## config.mk

```make
export PLATFORM = sky130hd
export DESIGN_NAME = fscp_status_protect
export DESIGN_NICKNAME = d
export VERILOG_FILES = /design/src/fscp_status_protect.v
export VERILOG_INCLUDE_DIRS = /design/src
export SDC_FILE = /design/constraint.sdc
export NUM_CORES = 1
export LEC_CHECK = 0
export ABC_AREA = 1
export BUFFER_PORTS_ARGS = -buffer_cell sky130_fd_sc_hd__buf_2
export CAP_MARGIN = 30
export CORE_ASPECT_RATIO = 0.8
export CORE_MARGIN = 4
export CORE_UTILIZATION = 40
export CTS_CLUSTER_DIAMETER = 100
export DETAILED_ROUTE_END_ITERATION = 10
export PLACE_DENSITY_LB_ADDON = 0.08
export SLEW_MARGIN = 20
export SYNTH_ARGS = -nofsm -noshare
export SYNTH_HDL_FRONTEND = slang
export SYNTH_SLANG_ARGS = --single-unit
```

## constraint.sdc

```tcl
create_clock -name clk -period 3.88 [get_ports clk]
set_input_delay 0.776 -clock clk [delete_from_list [all_inputs] [get_ports clk]]
set_output_delay 0.776 -clock clk [all_outputs]
set_load 0.01 [all_outputs]
```

## src/fscp_map.vh

```
// Constants for the flash status, configuration and protection block
// Behaviour
// Suspend flag sets on suspend, clears on resume and on power cycle.
// Three security lock bits sit at status bits 13, 12, 11, default 0.
// Each lock bit can be set alone; once set it never clears. The code clears all three to 0 while rst_n is low.
// Quad enable at bit 9: 0 keeps pause pin, 1 enables IO2/IO3.
// Current address width bit reads 0 for 3-byte, 1 for 4-byte.
// Power-up address bit chooses starting address width at power-on or reset.
// Power-up address bit changes only by write enable then status write. The code also resets it to 0 while rst_n is low.
// Scheme bit 0 uses range protect bits; 1 uses individual locks.
// All individual sector and block locks are set at power-on and reset.
// Two-bit drive field: 00 100%, 01 75%, 10 50%, 11 25% default.
// Reserved bits read as zero; writes to them have no effect.
// Level 0 none, 1-9 64KB doubling from top or bottom, high levels all.
// Program or erase touching any protected byte is ignored entirely.
// Complement bit inverts the protected and unprotected ranges.
// Status writes are accepted only while the write latch is set.
// Current width loads from power-up width at every power-on and reset.
// Full range checked before start; rejected commands start no busy cycle.
`ifndef FSCP_MAP_VH
`define FSCP_MAP_VH
`define FSCP_OP_WREN 8'h06
`define FSCP_OP_WRDI 8'h04
`define FSCP_OP_RD2 8'h35
`define FSCP_OP_RD3 8'h15
`define FSCP_OP_WR2 8'h31
`define FSCP_OP_WR3 8'h11
`define FSCP_OP_SUSP 8'h75
`define FSCP_OP_RESM 8'h7A
`define FSCP_OP_EN4B 8'hB7
`define FSCP_OP_EX4B 8'hE9
`define FSCP_S2_SUS 7
`define FSCP_S2_CMP 6
`define FSCP_S2_LB_HI 5
`define FSCP_S2_LB_LO 3
`define FSCP_S2_QE 1
`define FSCP_S3_ADS 0
`define FSCP_S3_ADP 1
`define FSCP_S3_WPS 2
`define FSCP_S3_DRV_HI 6
`define FSCP_S3_DRV_LO 5
`define FSCP_RST_CMP 1'b0
`define FSCP_RST_LB 3'h0
`define FSCP_RST_QE 1'b0
`define FSCP_RST_ADP 1'b0
`define FSCP_RST_WPS 1'b0
`define FSCP_RST_DRV 2'h3
`define FSCP_BLOCK_BYTES 25'h0010000
`endif

```

## src/fscp_status_protect.v

```verilog
// Status registers two and three, SPI access to them, and the range protect decoder
`timescale 1ns/1ps
`default_nettype none
`include "fscp_map.vh"
module fscp_status_protect #(
	parameter ADDR_W = 25
) (
	input wire clk,
	input wire rst_n,
	input wire spi_sclk,
	input wire spi_cs_n,
	input wire spi_mosi,
	output reg spi_miso_o_q,
	output reg spi_miso_oe_q,
	input wire soft_reset,
	input wire top_bottom_select,
	input wire [3:0] protect_level,
	input wire indiv_locked,
	input wire op_req,
	input wire [ADDR_W-1:0] op_start_addr,
	input wire [ADDR_W-1:0] op_end_addr,
	output reg op_go_q,
	output reg op_reject_q,
	output reg write_latch_flag_q,
	output reg suspend_flag_q,
	output reg complement_protect_q,
	output reg [2:0] security_lock_bits_q,
	output reg quad_enable_q,
	output reg hold_enable_q,
	output reg current_addr_width_q,
	output reg powerup_addr_width_q,
	output reg protect_scheme_select_q,
	output reg [1:0] output_drive_level_q,
	output reg lock_all_preset_q
);

	// Pin synchronisers; only the second stage is looked at
	wire [2:0] pin_raw = {spi_sclk, spi_cs_n, spi_mosi};
	// Stages start at each pin's idle level so no false edge follows reset
	localparam [2:0] PIN_IDLE = 3'b010;
	wire [2:0] pin_sync;
	reg sclk_p_q, cs_p_q;
	genvar gi;

	generate
		for (gi = 0; gi < 3; gi = gi + 1) begin : g_sync
			reg meta_q;
			reg sync_q;
			always @(posedge clk) begin
				if (!rst_n) begin
					meta_q <= PIN_IDLE[gi];
					sync_q <= PIN_IDLE[gi];
				end else begin
					meta_q <= pin_raw[gi];
					sync_q <= meta_q;
				end
			end
			assign pin_sync[gi] = sync_q;
		end
	endgenerate

	wire sclk_s = pin_sync[2];
	wire cs_s = pin_sync[1];
	wire mosi_s = pin_sync[0];

	always @(posedge clk) begin
		if (!rst_n) begin
			sclk_p_q <= 1'b0;
			cs_p_q <= 1'b1;
		end else begin
			sclk_p_q <= sclk_s;
			cs_p_q <= cs_s;
		end
	end

	wire sel = ~cs_s;
	wire sclk_rise = sel & sclk_s & ~sclk_p_q;
	wire sclk_fall = sel & ~sclk_s & sclk_p_q;
	wire cs_fall = ~cs_s & cs_p_q;
	wire cs_rise = cs_s & ~cs_p_q;

	// Frame shifter: bit count within byte, saturating byte count
	reg [2:0] bit_cnt_q;
	reg [1:0] byte_cnt_q;
	reg [7:0] rx_q;
	reg [7:0] opcode_q;
	reg [7:0] data_q;
	reg [7:0] tx_q;
	wire [7:0] rx_next = {rx_q[6:0], mosi_s};

	always @(posedge clk) begin
		if (!rst_n || cs_fall) begin
			bit_cnt_q <= 3'h0;
			byte_cnt_q <= 2'h0;
			rx_q <= 8'h00;
			if (!rst_n) begin
				opcode_q <= 8'h00;
				data_q <= 8'h00;
			end
		end else if (sclk_rise) begin
			bit_cnt_q <= bit_cnt_q + 3'h1;
			rx_q <= rx_next;
			if (bit_cnt_q == 3'h7) begin
				if (byte_cnt_q != 2'h3)
					byte_cnt_q <= byte_cnt_q + 2'h1;
				if (byte_cnt_q == 2'h0)
					opcode_q <= rx_next;
				if (byte_cnt_q == 2'h1)
					data_q <= rx_next;
			end
		end
	end

	// Commands end on a byte boundary or are dropped
	wire one_byte = (byte_cnt_q == 2'h1) && (bit_cnt_q == 3'h0);
	wire two_byte = (byte_cnt_q == 2'h2) && (bit_cnt_q == 3'h0);
	reg cmd_wren, cmd_wrdi, cmd_susp, cmd_resm, cmd_en4b, cmd_ex4b, cmd_wr2, cmd_wr3;

	// Reads and unknown opcodes fall to the default, so deselect changes nothing
	always @* begin
		cmd_wren = 1'b0;
		cmd_wrdi = 1'b0;
		cmd_susp = 1'b0;
		cmd_resm = 1'b0;
		cmd_en4b = 1'b0;
		cmd_ex4b = 1'b0;
		cmd_wr2 = 1'b0;
		cmd_wr3 = 1'b0;
		case (opcode_q)
			`FSCP_OP_WREN: cmd_wren = one_byte;
			`FSCP_OP_WRDI: cmd_wrdi = one_byte;
			`FSCP_OP_SUSP: cmd_susp = one_byte;
			`FSCP_OP_RESM: cmd_resm = one_byte;
			`FSCP_OP_EN4B: cmd_en4b = one_byte;
			`FSCP_OP_EX4B: cmd_ex4b = one_byte;
			`FSCP_OP_WR2: cmd_wr2 = two_byte;
			`FSCP_OP_WR3: cmd_wr3 = two_byte;
			default: cmd_wren = 1'b0;
		endcase
	end

	wire do_wren = cs_rise & cmd_wren;
	wire do_wrdi = cs_rise & cmd_wrdi;
	wire do_susp = cs_rise & cmd_susp;
	wire do_resm = cs_rise & cmd_resm;
	wire do_en4b = cs_rise & cmd_en4b;
	wire do_ex4b = cs_rise & cmd_ex4b;
	// A write cut short of sixteen bits is not an attempt and keeps the latch
	wire wr2_cmd = cs_rise & cmd_wr2;
	wire wr3_cmd = cs_rise & cmd_wr3;
	wire do_wr2 = wr2_cmd & write_latch_flag_q;
	wire do_wr3 = wr3_cmd & write_latch_flag_q;

	// Read-back images; reserved positions read as zero
	reg [7:0] stat2;
	reg [7:0] stat3;

	always @* begin
		stat2 = 8'h00;
		stat2[`FSCP_S2_SUS] = suspend_flag_q;
		stat2[`FSCP_S2_CMP] = complement_protect_q;
		stat2[`FSCP_S2_LB_HI:`FSCP_S2_LB_LO] = security_lock_bits_q;
		stat2[`FSCP_S2_QE] = quad_enable_q;
		stat3 = 8'h00;
		stat3[`FSCP_S3_ADS] = current_addr_width_q;
		stat3[`FSCP_S3_ADP] = powerup_addr_width_q;
		stat3[`FSCP_S3_WPS] = protect_scheme_select_q;
		stat3[`FSCP_S3_DRV_HI:`FSCP_S3_DRV_LO] = output_drive_level_q;
	end

	wire rd2 = (opcode_q == `FSCP_OP_RD2);
	wire rd3 = (opcode_q == `FSCP_OP_RD3);
	wire reading = sel && (byte_cnt_q != 2'h0) && (rd2 || rd3);
	wire [7:0] rd_byte = rd2 ? stat2 : stat3;

	// Data leaves on the falling edge; the byte repeats while selected
	always @(posedge clk) begin
		if (!rst_n || !sel) begin
			tx_q <= 8'h00;
			spi_miso_o_q <= 1'b0;
			spi_miso_oe_q <= 1'b0;
		end else if (sclk_fall && reading) begin
			spi_miso_oe_q <= 1'b1;
			if (bit_cnt_q == 3'h0) begin
				spi_miso_o_q <= rd_byte[7];
				tx_q <= {rd_byte[6:0], 1'b0};
			end else begin
				spi_miso_o_q <= tx_q[7];
				tx_q <= {tx_q[6:0], 1'b0};
			end
		end
	end

	// Status and configuration state
	wire any_reset = !rst_n || soft_reset;

	always @(posedge clk) begin
		if (!rst_n) begin
			suspend_flag_q <= 1'b0;
			complement_protect_q <= `FSCP_RST_CMP;
			security_lock_bits_q <= `FSCP_RST_LB;
			quad_enable_q <= `FSCP_RST_QE;
			hold_enable_q <= ~`FSCP_RST_QE;
			powerup_addr_width_q <= `FSCP_RST_ADP;
			protect_scheme_select_q <= `FSCP_RST_WPS;
			output_drive_level_q <= `FSCP_RST_DRV;
		end else begin
			hold_enable_q <= ~quad_enable_q;
			if (do_susp)
				suspend_flag_q <= 1'b1;
			else if (do_resm)
				suspend_flag_q <= 1'b0;
			if (do_wr2) begin
				complement_protect_q <= data_q[`FSCP_S2_CMP];
				// Bits only ever add; a zero written leaves a lock in place
				security_lock_bits_q <= security_lock_bits_q |
					data_q[`FSCP_S2_LB_HI:`FSCP_S2_LB_LO];
				quad_enable_q <= data_q[`FSCP_S2_QE];
			end
			if (do_wr3) begin
				powerup_addr_width_q <= data_q[`FSCP_S3_ADP];
				protect_scheme_select_q <= data_q[`FSCP_S3_WPS];
				output_drive_level_q <=
					data_q[`FSCP_S3_DRV_HI:`FSCP_S3_DRV_LO];
			end
		end
	end

	// Address width: power-up bit only matters at reset time
	always @(posedge clk) begin
		if (!rst_n)
			current_addr_width_q <= `FSCP_RST_ADP;
		else if (soft_reset)
			current_addr_width_q <= powerup_addr_width_q;
		else if (do_en4b)
			current_addr_width_q <= 1'b1;
		else if (do_ex4b)
			current_addr_width_q <= 1'b0;
	end

	// Individual lock store is told to set every lock
	always @(posedge clk) begin
		if (any_reset)
			lock_all_preset_q <= 1'b1;
		else
			lock_all_preset_q <= 1'b0;
	end

	// Write latch; a status write attempt always drops it
	always @(posedge clk) begin
		if (any_reset)
			write_latch_flag_q <= 1'b0;
		else if (do_wren)
			write_latch_flag_q <= 1'b1;
		else if (do_wrdi || wr2_cmd || wr3_cmd || op_req)
			write_latch_flag_q <= 1'b0;
	end

	// Range decoder
	localparam [ADDR_W-1:0] TOP = {ADDR_W{1'b1}};
	wire [3:0] lvl_m1 = protect_level - 4'h1;
	wire [ADDR_W-1:0] span = `FSCP_BLOCK_BYTES << lvl_m1;
	wire prot_none = (protect_level == 4'h0);
	wire prot_all = protect_level[3] & (protect_level[2] | protect_level[1]);
	reg reg_v;
	reg [ADDR_W-1:0] reg_lo;
	reg [ADDR_W-1:0] reg_hi;

	always @* begin
		reg_v = 1'b1;
		reg_lo = {ADDR_W{1'b0}};
		reg_hi = TOP;
		if (!complement_protect_q) begin
			if (prot_none)
				reg_v = 1'b0;
			else if (!prot_all) begin
				if (top_bottom_select)
					reg_hi = span - 1'b1;
				else
					reg_lo = TOP - span + 1'b1;
			end
		end else begin
			// Everything outside the normal region is protected
			if (prot_all)
				reg_v = 1'b0;
			else if (!prot_none) begin
				if (top_bottom_select)
					reg_lo = span;
				else
					reg_hi = TOP - span;
			end
		end
	end

	wire hit = reg_v && !(op_end_addr < reg_lo || op_start_addr > reg_hi);
	wire refuse = protect_scheme_select_q ? indiv_locked : hit;

	// Verdict one cycle after the request; a refusal starts nothing
	always @(posedge clk) begin
		if (!rst_n) begin
			op_go_q <= 1'b0;
			op_reject_q <= 1'b0;
		end else begin
			op_go_q <= op_req & ~refuse;
			op_reject_q <= op_req & refuse;
		end
	end

endmodule
`default_nettype wire

```

==> metrics.txt, run 1 <==
overall global routing resource usage 0.174; leading cell type in the layout, fill and taps excluded sky130_fd_sc_hd__nand2_1; H-tree depth 3; reg-to-reg setup timing slack 1.09 ns; reported leakage power 1.95 nW; largest net degree at the start of global routing 19; most prevalent standard cell on the critical path sky130_fd_sc_hd__nand2_1; detailed placement HPWL roughly 7.2 mm; total count of hold-check failures in the final report 0; placed cell count 657; First-pass DRT Iterations 6; CTS tree done; RSZ-0062 raised after global routing no; normalized max-slew margin 0.580; clock transition at the registers of the reported paths 0.06 ns; quantity of gates resized following cts 0; number of global-route vias before repair approximately 3000; endpoint required time on the critical path 4.11 ns; worst clock skew 0.00595 ns; Worst-Margin Slew 0.627 ns; Die Footprint about 0.011 mm²; number of synthesized flops with an enable pin 14; total clock buffers created by CTS 9; CP Data Arrival Time 3.47 ns; buffers and inverters on the worst path 4; initial cell density of the core 0.416; Min Clock Period, post-route 3.24 ns; number of distinct library cells after synthesis 42; count of inserted antenna diode cells 0; CP peak stage delay 0.31 ns; standard-cell rows 30; Critical Path Start protect_level[3]; peak clock frequency supported by timing slightly above 0.3 GHz; number of violations reported at the end of detailed-routing iteration 0 249; most frequent cells in the layout sky130_fd_sc_hd__nand2_1 (86), sky130_fd_sc_hd__inv_1 (71), sky130_fd_sc_hd__buf_2 (71), sky130_fd_sc_hd__nor2_1 (57); Cell Pwr Density between 300 and 400 mW/mm²; final design utilization 0.492; synthesized area per cell 7.45 µm²; number of nets produced by synthesis 570; CP Max Fanout 6; count of synthesis-stage warnings from yosys 0; FFs w/ async S/R, synth 0; final critical-path share of the clock period 0.835; Stages on worst setup path 22; Startpoint Class input port; class of the worst hold path reg -> reg; total negative setup slack 0 ns; initial antenna violation count 0; element type at the critical path end register; Congestion Overflow GR 0; cell at the root of the clock tree sky130_fd_sc_hd__clkbuf_8; R2R depth 16; fraction of layout cells with a size suffix above 1 0.217; number of buffers added to fix hold violations after cts 0; drt wl/cell 13.1 µm; Post-CTS Setup Bufs 0; total number of nets in the final design ~650; post-detailed-route count of antenna-violating nets 0; floorplan die width 114 µm; final wirelength slightly below 9 mm; area of the core region 0.00860 mm²; count of vias placed by the detailed router 3282; Post-Synthesis Cells 480; global-route wire length before repair ~14 mm; CTS sink cnt 59; primary flip-flop cell chosen by synthesis mapping sky130_fd_sc_hd__dfxtp_1; kind of cell adding the most delay to the critical path simple AND/OR/NAND/NOR gates; launching point of the worst reg2reg path complement_protect_q; insertion delay to the later sink of the worst-skew pair between 0.3 and 0.4 ns; deepest clock path buffer count 2; number of input and output port buffers inserted 71; cell type of the slowest stage on the worst timing path sky130_fd_sc_hd__ha_1; max-slew violations 0; Chip Height 92.6 µm; Synth Register Bits 59; Max-Cap Viols 0; peak ir drop on the vdd network around 0.00022 V; ratio of routed vias to standard cells approximately 4.9; sequential element share of the synthesized area 0.370; Final Wtd Congestion 0.884; result of the run finished clean; Cell Count, Final, Fillers Out 674; post-route DRC violation count 0; final setup vio count 0; WS Path Type in -> reg; r2r endpoint op_go_q; P&R area growth vs syn 18.4%; crit path cell chain buf_2, nor2_2, inv_1, nor2_1, inv_1, ha_1, nand2_1, nor2_1, nand2_1, nand2_1, a21boi_0, o21ai_0, ha_1, nand2_1, nor2_1, inv_1, nor2_1, nand2_1, nand3_1, nand3_1, nand2_1, nor2_1; Top Ports 81; Worst setup endpoint op_go_q; post-synthesis cell area 0.00357 mm²
-- cell type report --
type	count	area (µm²)
multi-input combinational	339	1940
tap	112	140
clock buffer	14	173
timing repair buffer	72	363
fill	883	4360
clock inverter	2	10.0
inverter	76	287
sequential	59	1320
-- metal layers --
layer,global-route usage,share of wire
met5,0,0
met4,0.0561,0.0036
met3,0.0503,0.077
met2,0.242,0.40
met1,0.254,0.52
-- cells in the mapped netlist (all sizes together) (2+ instances only) --
| cell type | instances | area share |
|---|---|---|
| nand2 | 93 | 0.11 |
| a41oi | 2 | 0.0049 |
| nor4 | 2 | 0.0035 |
| inv | 75 | 0.079 |
| ha | 27 | 0.095 |
| nor3 | 10 | 0.020 |
| a22oi | 3 | 0.0063 |
| nand3b | 3 | 0.0063 |
| edfxtp | 14 | 0.12 |
| a21oi | 45 | 0.063 |
| buf | 4 | 0.0056 |
| o21ai | 35 | 0.050 |
| nor2 | 68 | 0.095 |
| nand3 | 27 | 0.044 |
| or2 | 3 | 0.0053 |
| dfxtp | 45 | 0.25 |
| o211ai | 2 | 0.0042 |
| clkbuf | 2 | 0.0021 |
| a31oi | 3 | 0.0053 |
| nand4 | 6 | 0.012 |
| o22ai | 2 | 0.0035 |
-- worst register-to-register path: cells and delay by family (launching register included) --
kind / cells / cell delay (ns)
AOI/OAI and AO/OA: 2 / 0.30
adders and majority gates: 1 / 0.31
buffers and inverters: 2 / 0.19
DFF: 1 / 0.64
and+or+nand+nor: 11 / 1.25
-- through the flow --
step | hold slack [ns] | total power [mW] | setup slack (ns) | cell area [µm²]
after CTS | 0.420 | 1.34 | 0.700 | 4230
after global placement | 0.397 | 0.827 | 0.367 | 4040
after floorplan | 0.390 | 0.767 | 0.959 | 3570
after detailed placement | 0.401 | 0.829 | 0.337 | 4040
after global routing | 0.432 | 1.39 | 0.349 | 4230
final | 0.414 | 1.32 | 0.639 | 4230
-- cell families after synthesis --
family / count (synthesis) / synth area share
flip-flops: 59 / 0.370
buffers and inverters: 82 / 0.0879
adder cells (fa/ha/maj): 27 / 0.0945
AO/OA/AOI/OAI: 98 / 0.152
AND/OR/NAND/NOR: 213 / 0.294
XOR/XNOR: 1 / 0.00245
-- where the power goes --
group / leakage [nW] / switching [mW] / internal (mW)
registers: 0.509 / 0.00807 / 0.641
clock network: 0.0965 / 0.222 / 0.282
logic: 1.34 / 0.102 / 0.0644
-- sequential cells by signal, summed over array words and instances (netlist names), 2 cells and up --
signal	count
output_drive_level_q	2
opcode_q	8
rx_q	7
g_sync.meta_q	3
tx_q	7
data_q	6
byte_cnt_q	2
security_lock_bits_q	3
g_sync.sync_q	2
bit_cnt_q	3
-- worst min-delay path by stage --
stage / startpoint / to / cells past startpoint
finish: g_sync[1].meta_q / cs_s / 1
global route: g_sync[1].meta_q / cs_s / 1
CTS: g_sync[1].meta_q / cs_s / 1
detailed placement: g_sync[1].meta_q / cs_s / 1
global placement: g_sync[1].meta_q / cs_s / 1
floorplan: g_sync[0].meta_q / g_sync[0].sync_q / 2
No activity file was read; power rests on OpenSTA's default activity.
==> run 2: changes to the inputs <==
--- a/config.mk
+++ b/config.mk
@@ -6,7 +6,7 @@
 export SDC_FILE = /design/constraint.sdc
 export NUM_CORES = 1
 export LEC_CHECK = 0
-export ABC_AREA = 1
+export ABC_AREA = 0
 export BUFFER_PORTS_ARGS = -buffer_cell sky130_fd_sc_hd__buf_2
 export CAP_MARGIN = 30
 export CORE_ASPECT_RATIO = 0.8
==> constraint.sdc (replaced) <==
create_clock -name clk -period 3.35 [get_ports clk]
set_input_delay 0.67 -clock clk [delete_from_list [all_inputs] [get_ports clk]]
set_output_delay 0.67 -clock clk [all_outputs]
set_load 0.01 [all_outputs]
==> run 2 against run 1 <==
- utilization up 0.50 points
- count of clock-buffer cells in the layout down 2
- sequential power up 16%
- worst setup slack worse by 0.32 ns
- worst hold slack better by 0.00056 ns
- via count down 6.6%
- first-iteration DRC count down 54%
- flip-flop and latch count unchanged
- combinational power up 16%
- power up 20%
- area after synthesis down 3.4%
- clock skew down 0.00073 ns
- largest power group unchanged
==> metrics.txt, run 2 <==
result of the run finished clean; largest register by flop count opcode_q; deepest clock path buffer count 2 (unchanged); total clock buffers created by CTS 9 (unchanged); worst clock skew 0.00522 ns (-0.000727 ns); WS Path Type in -> reg; overall global routing resource usage 0.167 (-0.00610); Top Registers opcode_q (8), rx_q (7), tx_q (7); post-route DRC violation count 0 (unchanged); P&R area growth vs syn 21.7%; clock transition at the registers of the reported paths 0.06 ns (about the same); Cell Pwr Density 376 mW/mm² (+21%); final critical-path share of the clock period 0.906; drt wl/cell 14.4 µm (+9.7%); Final Wtd Congestion 0.847 (-4.1%); Die Footprint 0.0102 mm² (-3.1%); ratio of routed vias to standard cells 5.23 (+7.4%); H-tree depth 3 (unchanged); primary flip-flop cell chosen by synthesis mapping sky130_fd_sc_hd__dfxtp_1; synthesized area per cell 8.81 µm² (+18%); most numerous cell types in the synthesized netlist sky130_fd_sc_hd__dfxtp_1 (45), sky130_fd_sc_hd__nor2_1 (45), sky130_fd_sc_hd__ha_1 (27), sky130_fd_sc_hd__nand2_1 (27), sky130_fd_sc_hd__a21oi_1 (22); number of buffers added to fix hold violations after cts 0 (unchanged); complex-gate fraction of the synthesized area 0.148 (-0.00372); worst hold slack 0.414 ns (+0.000557 ns); Min Clock Period, post-route approximately 3.0 ns; max-slew violations 0 (unchanged); power consumption 1.58 mW (+20%); FFs w/ async S/R, synth 0 (unchanged); reg-to-reg setup timing slack 0.93 ns (-0.16 ns); Post-Synthesis Cells 392 (-18%); count of synthesis-stage warnings from yosys 0 (unchanged); CTS sink cnt 59 (unchanged); largest net degree at the start of global routing 27 (+8); launch point of the worst hold path g_sync[1].meta_q; standard-cell rows 30 (unchanged); CTS tree done; largest family of logic cells by synthesized area simple AND/OR/NAND/NOR gates; reported leakage power 1.76 nW (-9.5%); cell at the root of the clock tree sky130_fd_sc_hd__clkbuf_8; placed cell count 570 (-13%); leading cell type in the layout, fill and taps excluded sky130_fd_sc_hd__buf_2; post-synthesis cell area 0.00345 mm² (-3.4%); share of the synthesized area in the top cell type 0.261 (+0.00886); worst hold path depth 1 (unchanged); Post-Synth Adder-Cell Area 0.101 (+0.00622); initial antenna violation count 0 (unchanged); peak ir drop on the vdd network 0.000243 V (+12%); Startpoint Class input port; R2R depth 11 (-5); count of vias placed by the detailed router 3064 (-6.6%); element type at the critical path end register; number of violations reported at the end of detailed-routing iteration 0 115 (-54%); detailed placement HPWL 6.58 mm (-8.9%); Largest register FFs 8 (unchanged); CP Max Fanout 7 (+1); global-route wire length before repair 13.8 mm (-4.0%); number of synthesized flops with an enable pin 14 (unchanged); Congestion Overflow GR 0 (unchanged); floorplan die width 112 µm (-1.6%); Max-Cap Viols 0 (unchanged); area of the core region 0.00845 mm² (-1.7%); CP Data Arrival Time 3.24 ns (-0.23 ns); parity-gate share of the synthesized area counting xor and xnor cells 0.0152 (+0.0128); r2r endpoint op_reject_q; number of global-route vias before repair 2809 (-6.0%); peak clock frequency supported by timing around 0.33 GHz; First-pass DRT Iterations 5 (-1); number of input and output port buffers inserted 64 (-9.9%); total count of hold-check failures in the final report 0 (unchanged); Chip Height 91.1 µm (-1.6%); worst-case setup margin in the final layout 0.317 ns (-0.323 ns); dominant cells by area after synthesis sky130_fd_sc_hd__dfxtp_1 (26%), sky130_fd_sc_hd__edfxtp_1 (12%), sky130_fd_sc_hd__ha_1 (9.8%), sky130_fd_sc_hd__mux2i_1 (4.9%), sky130_fd_sc_hd__nor2_1 (4.9%); initial cell density of the core 0.409 (-0.00698); multiplexer area fraction after synthesis 0.0493 (+0.0493); Worst Hold Path EP cs_s; endpoint required time on the critical path 3.56 ns (-0.55 ns); post-detailed-route count of antenna-violating nets 0 (unchanged); RSZ-0062 raised after global routing no; sequential element share of the synthesized area 0.383 (+0.0130); most frequent cells in the layout sky130_fd_sc_hd__buf_2 (65), sky130_fd_sc_hd__nor2_1 (45), sky130_fd_sc_hd__dfxtp_1 (45), sky130_fd_sc_hd__nand2_1 (27), sky130_fd_sc_hd__ha_1 (27); class of the worst hold path reg -> reg; Top Ports 81 (unchanged); insertion delay to the later sink of the worst-skew pair 0.34 ns (about the same); count of inserted antenna diode cells 0 (unchanged); Synth Register Bits 59 (unchanged); Worst-Margin Slew 0.836 ns (+0.209 ns); Cell Count, Final, Fillers Out 586 (-13%); share of synthesized cell area in and, or, nand and nor gates 0.264 (-0.0295); total number of nets in the final design 559 (-14%); pre-CTS setup slack -0.135 ns (-0.471 ns); final wirelength 8.42 mm (-4.6%); launching point of the worst reg2reg path complement_protect_q; normalized max-slew margin 0.437 (-0.144); number of distinct library cells after synthesis 55 (+31%); fraction of layout cells with a size suffix above 1 0.238 (+0.0213); post-synthesis cell type with the largest combined area sky130_fd_sc_hd__dfxtp_1; final setup vio count 0 (unchanged); number of nets produced by synthesis 482 (-15%)
==> run 2: logic make-up (layout without fill, tap and decap cells) <==
group	Yosys count	in the layout
DFF	59	59
buffers and inverters	32	114
xor gates and xnor gates	6	6
adders and majority gates	28	28
AOI/OAI and AO/OA	80	80
and+or+nand+nor	170	170
muxes	17	17
==> run 2: worst max path at each step <==
stage                                start          end  slack [ns]
final                     protect_level[3]  op_reject_q        0.32
after global routing      protect_level[3]  op_reject_q         0.1
after CTS                 protect_level[3]  op_reject_q        0.21
after detailed placement  protect_level[3]  op_reject_q       -0.13
after global placement    protect_level[3]  op_reject_q       -0.02
after floorplan           protect_level[3]  op_reject_q       0.009
==> run 2: final cells by class <==
class	count	area (µm²)
timing repair buffer	86	495
clock inverter	4	48.8
tap	112	140
fill	844	4240
sequential	59	1320
multi-input combinational	301	2010
clock buffer	12	145
inverter	12	45.0
==> run 2: timing repair <==
action,4_1_cts,5_1_grt
buffers inserted,0,0
resized for setup,0,1
setup endpoints to repair,0,1
==> run 2: critical path, cell delays in order <==
cell	delay, ns
sky130_fd_sc_hd__buf_2	0.11
sky130_fd_sc_hd__nor2_1	0.20
sky130_fd_sc_hd__nand2_1	0.15
sky130_fd_sc_hd__ha_1	0.32
sky130_fd_sc_hd__nand2b_1	0.18
sky130_fd_sc_hd__a21oi_1	0.16
sky130_fd_sc_hd__a31o_2	0.12
sky130_fd_sc_hd__a21oi_1	0.06
sky130_fd_sc_hd__o211ai_1	0.24
sky130_fd_sc_hd__ha_1	0.29
sky130_fd_sc_hd__nand4_1	0.09
sky130_fd_sc_hd__nor2_1	0.07
sky130_fd_sc_hd__a2111oi_2	0.35
sky130_fd_sc_hd__or3_1	0.16
sky130_fd_sc_hd__o22ai_1	0.07
==> run 2: stage by stage <==
step           utilization  cell area, µm²  setup TNS [ns]
3_5_place_dp         0.474            4000          -0.139
5_1_grt              0.497            4200               0
4_1_cts              0.497            4200               0
2_1_floorplan            -            3460               0
3_3_place_gp         0.473            4000         -0.0250
6_report             0.497            4200               0
==> run 2: metal layers <==
metal  track usage  wire length (µm)
met3        0.0473               510
met2         0.230              3430
met1         0.252              4390
met5             0                 0
met4        0.0466                86
==> run 2: power by group <==
| part | internal [mW] | leakage [nW] | switching [mW] |
|---|---|---|---|
| clock network | 0.363 | 0.0969 | 0.274 |
| registers | 0.741 | 0.509 | 0.00944 |
| logic | 0.0896 | 1.16 | 0.103 |
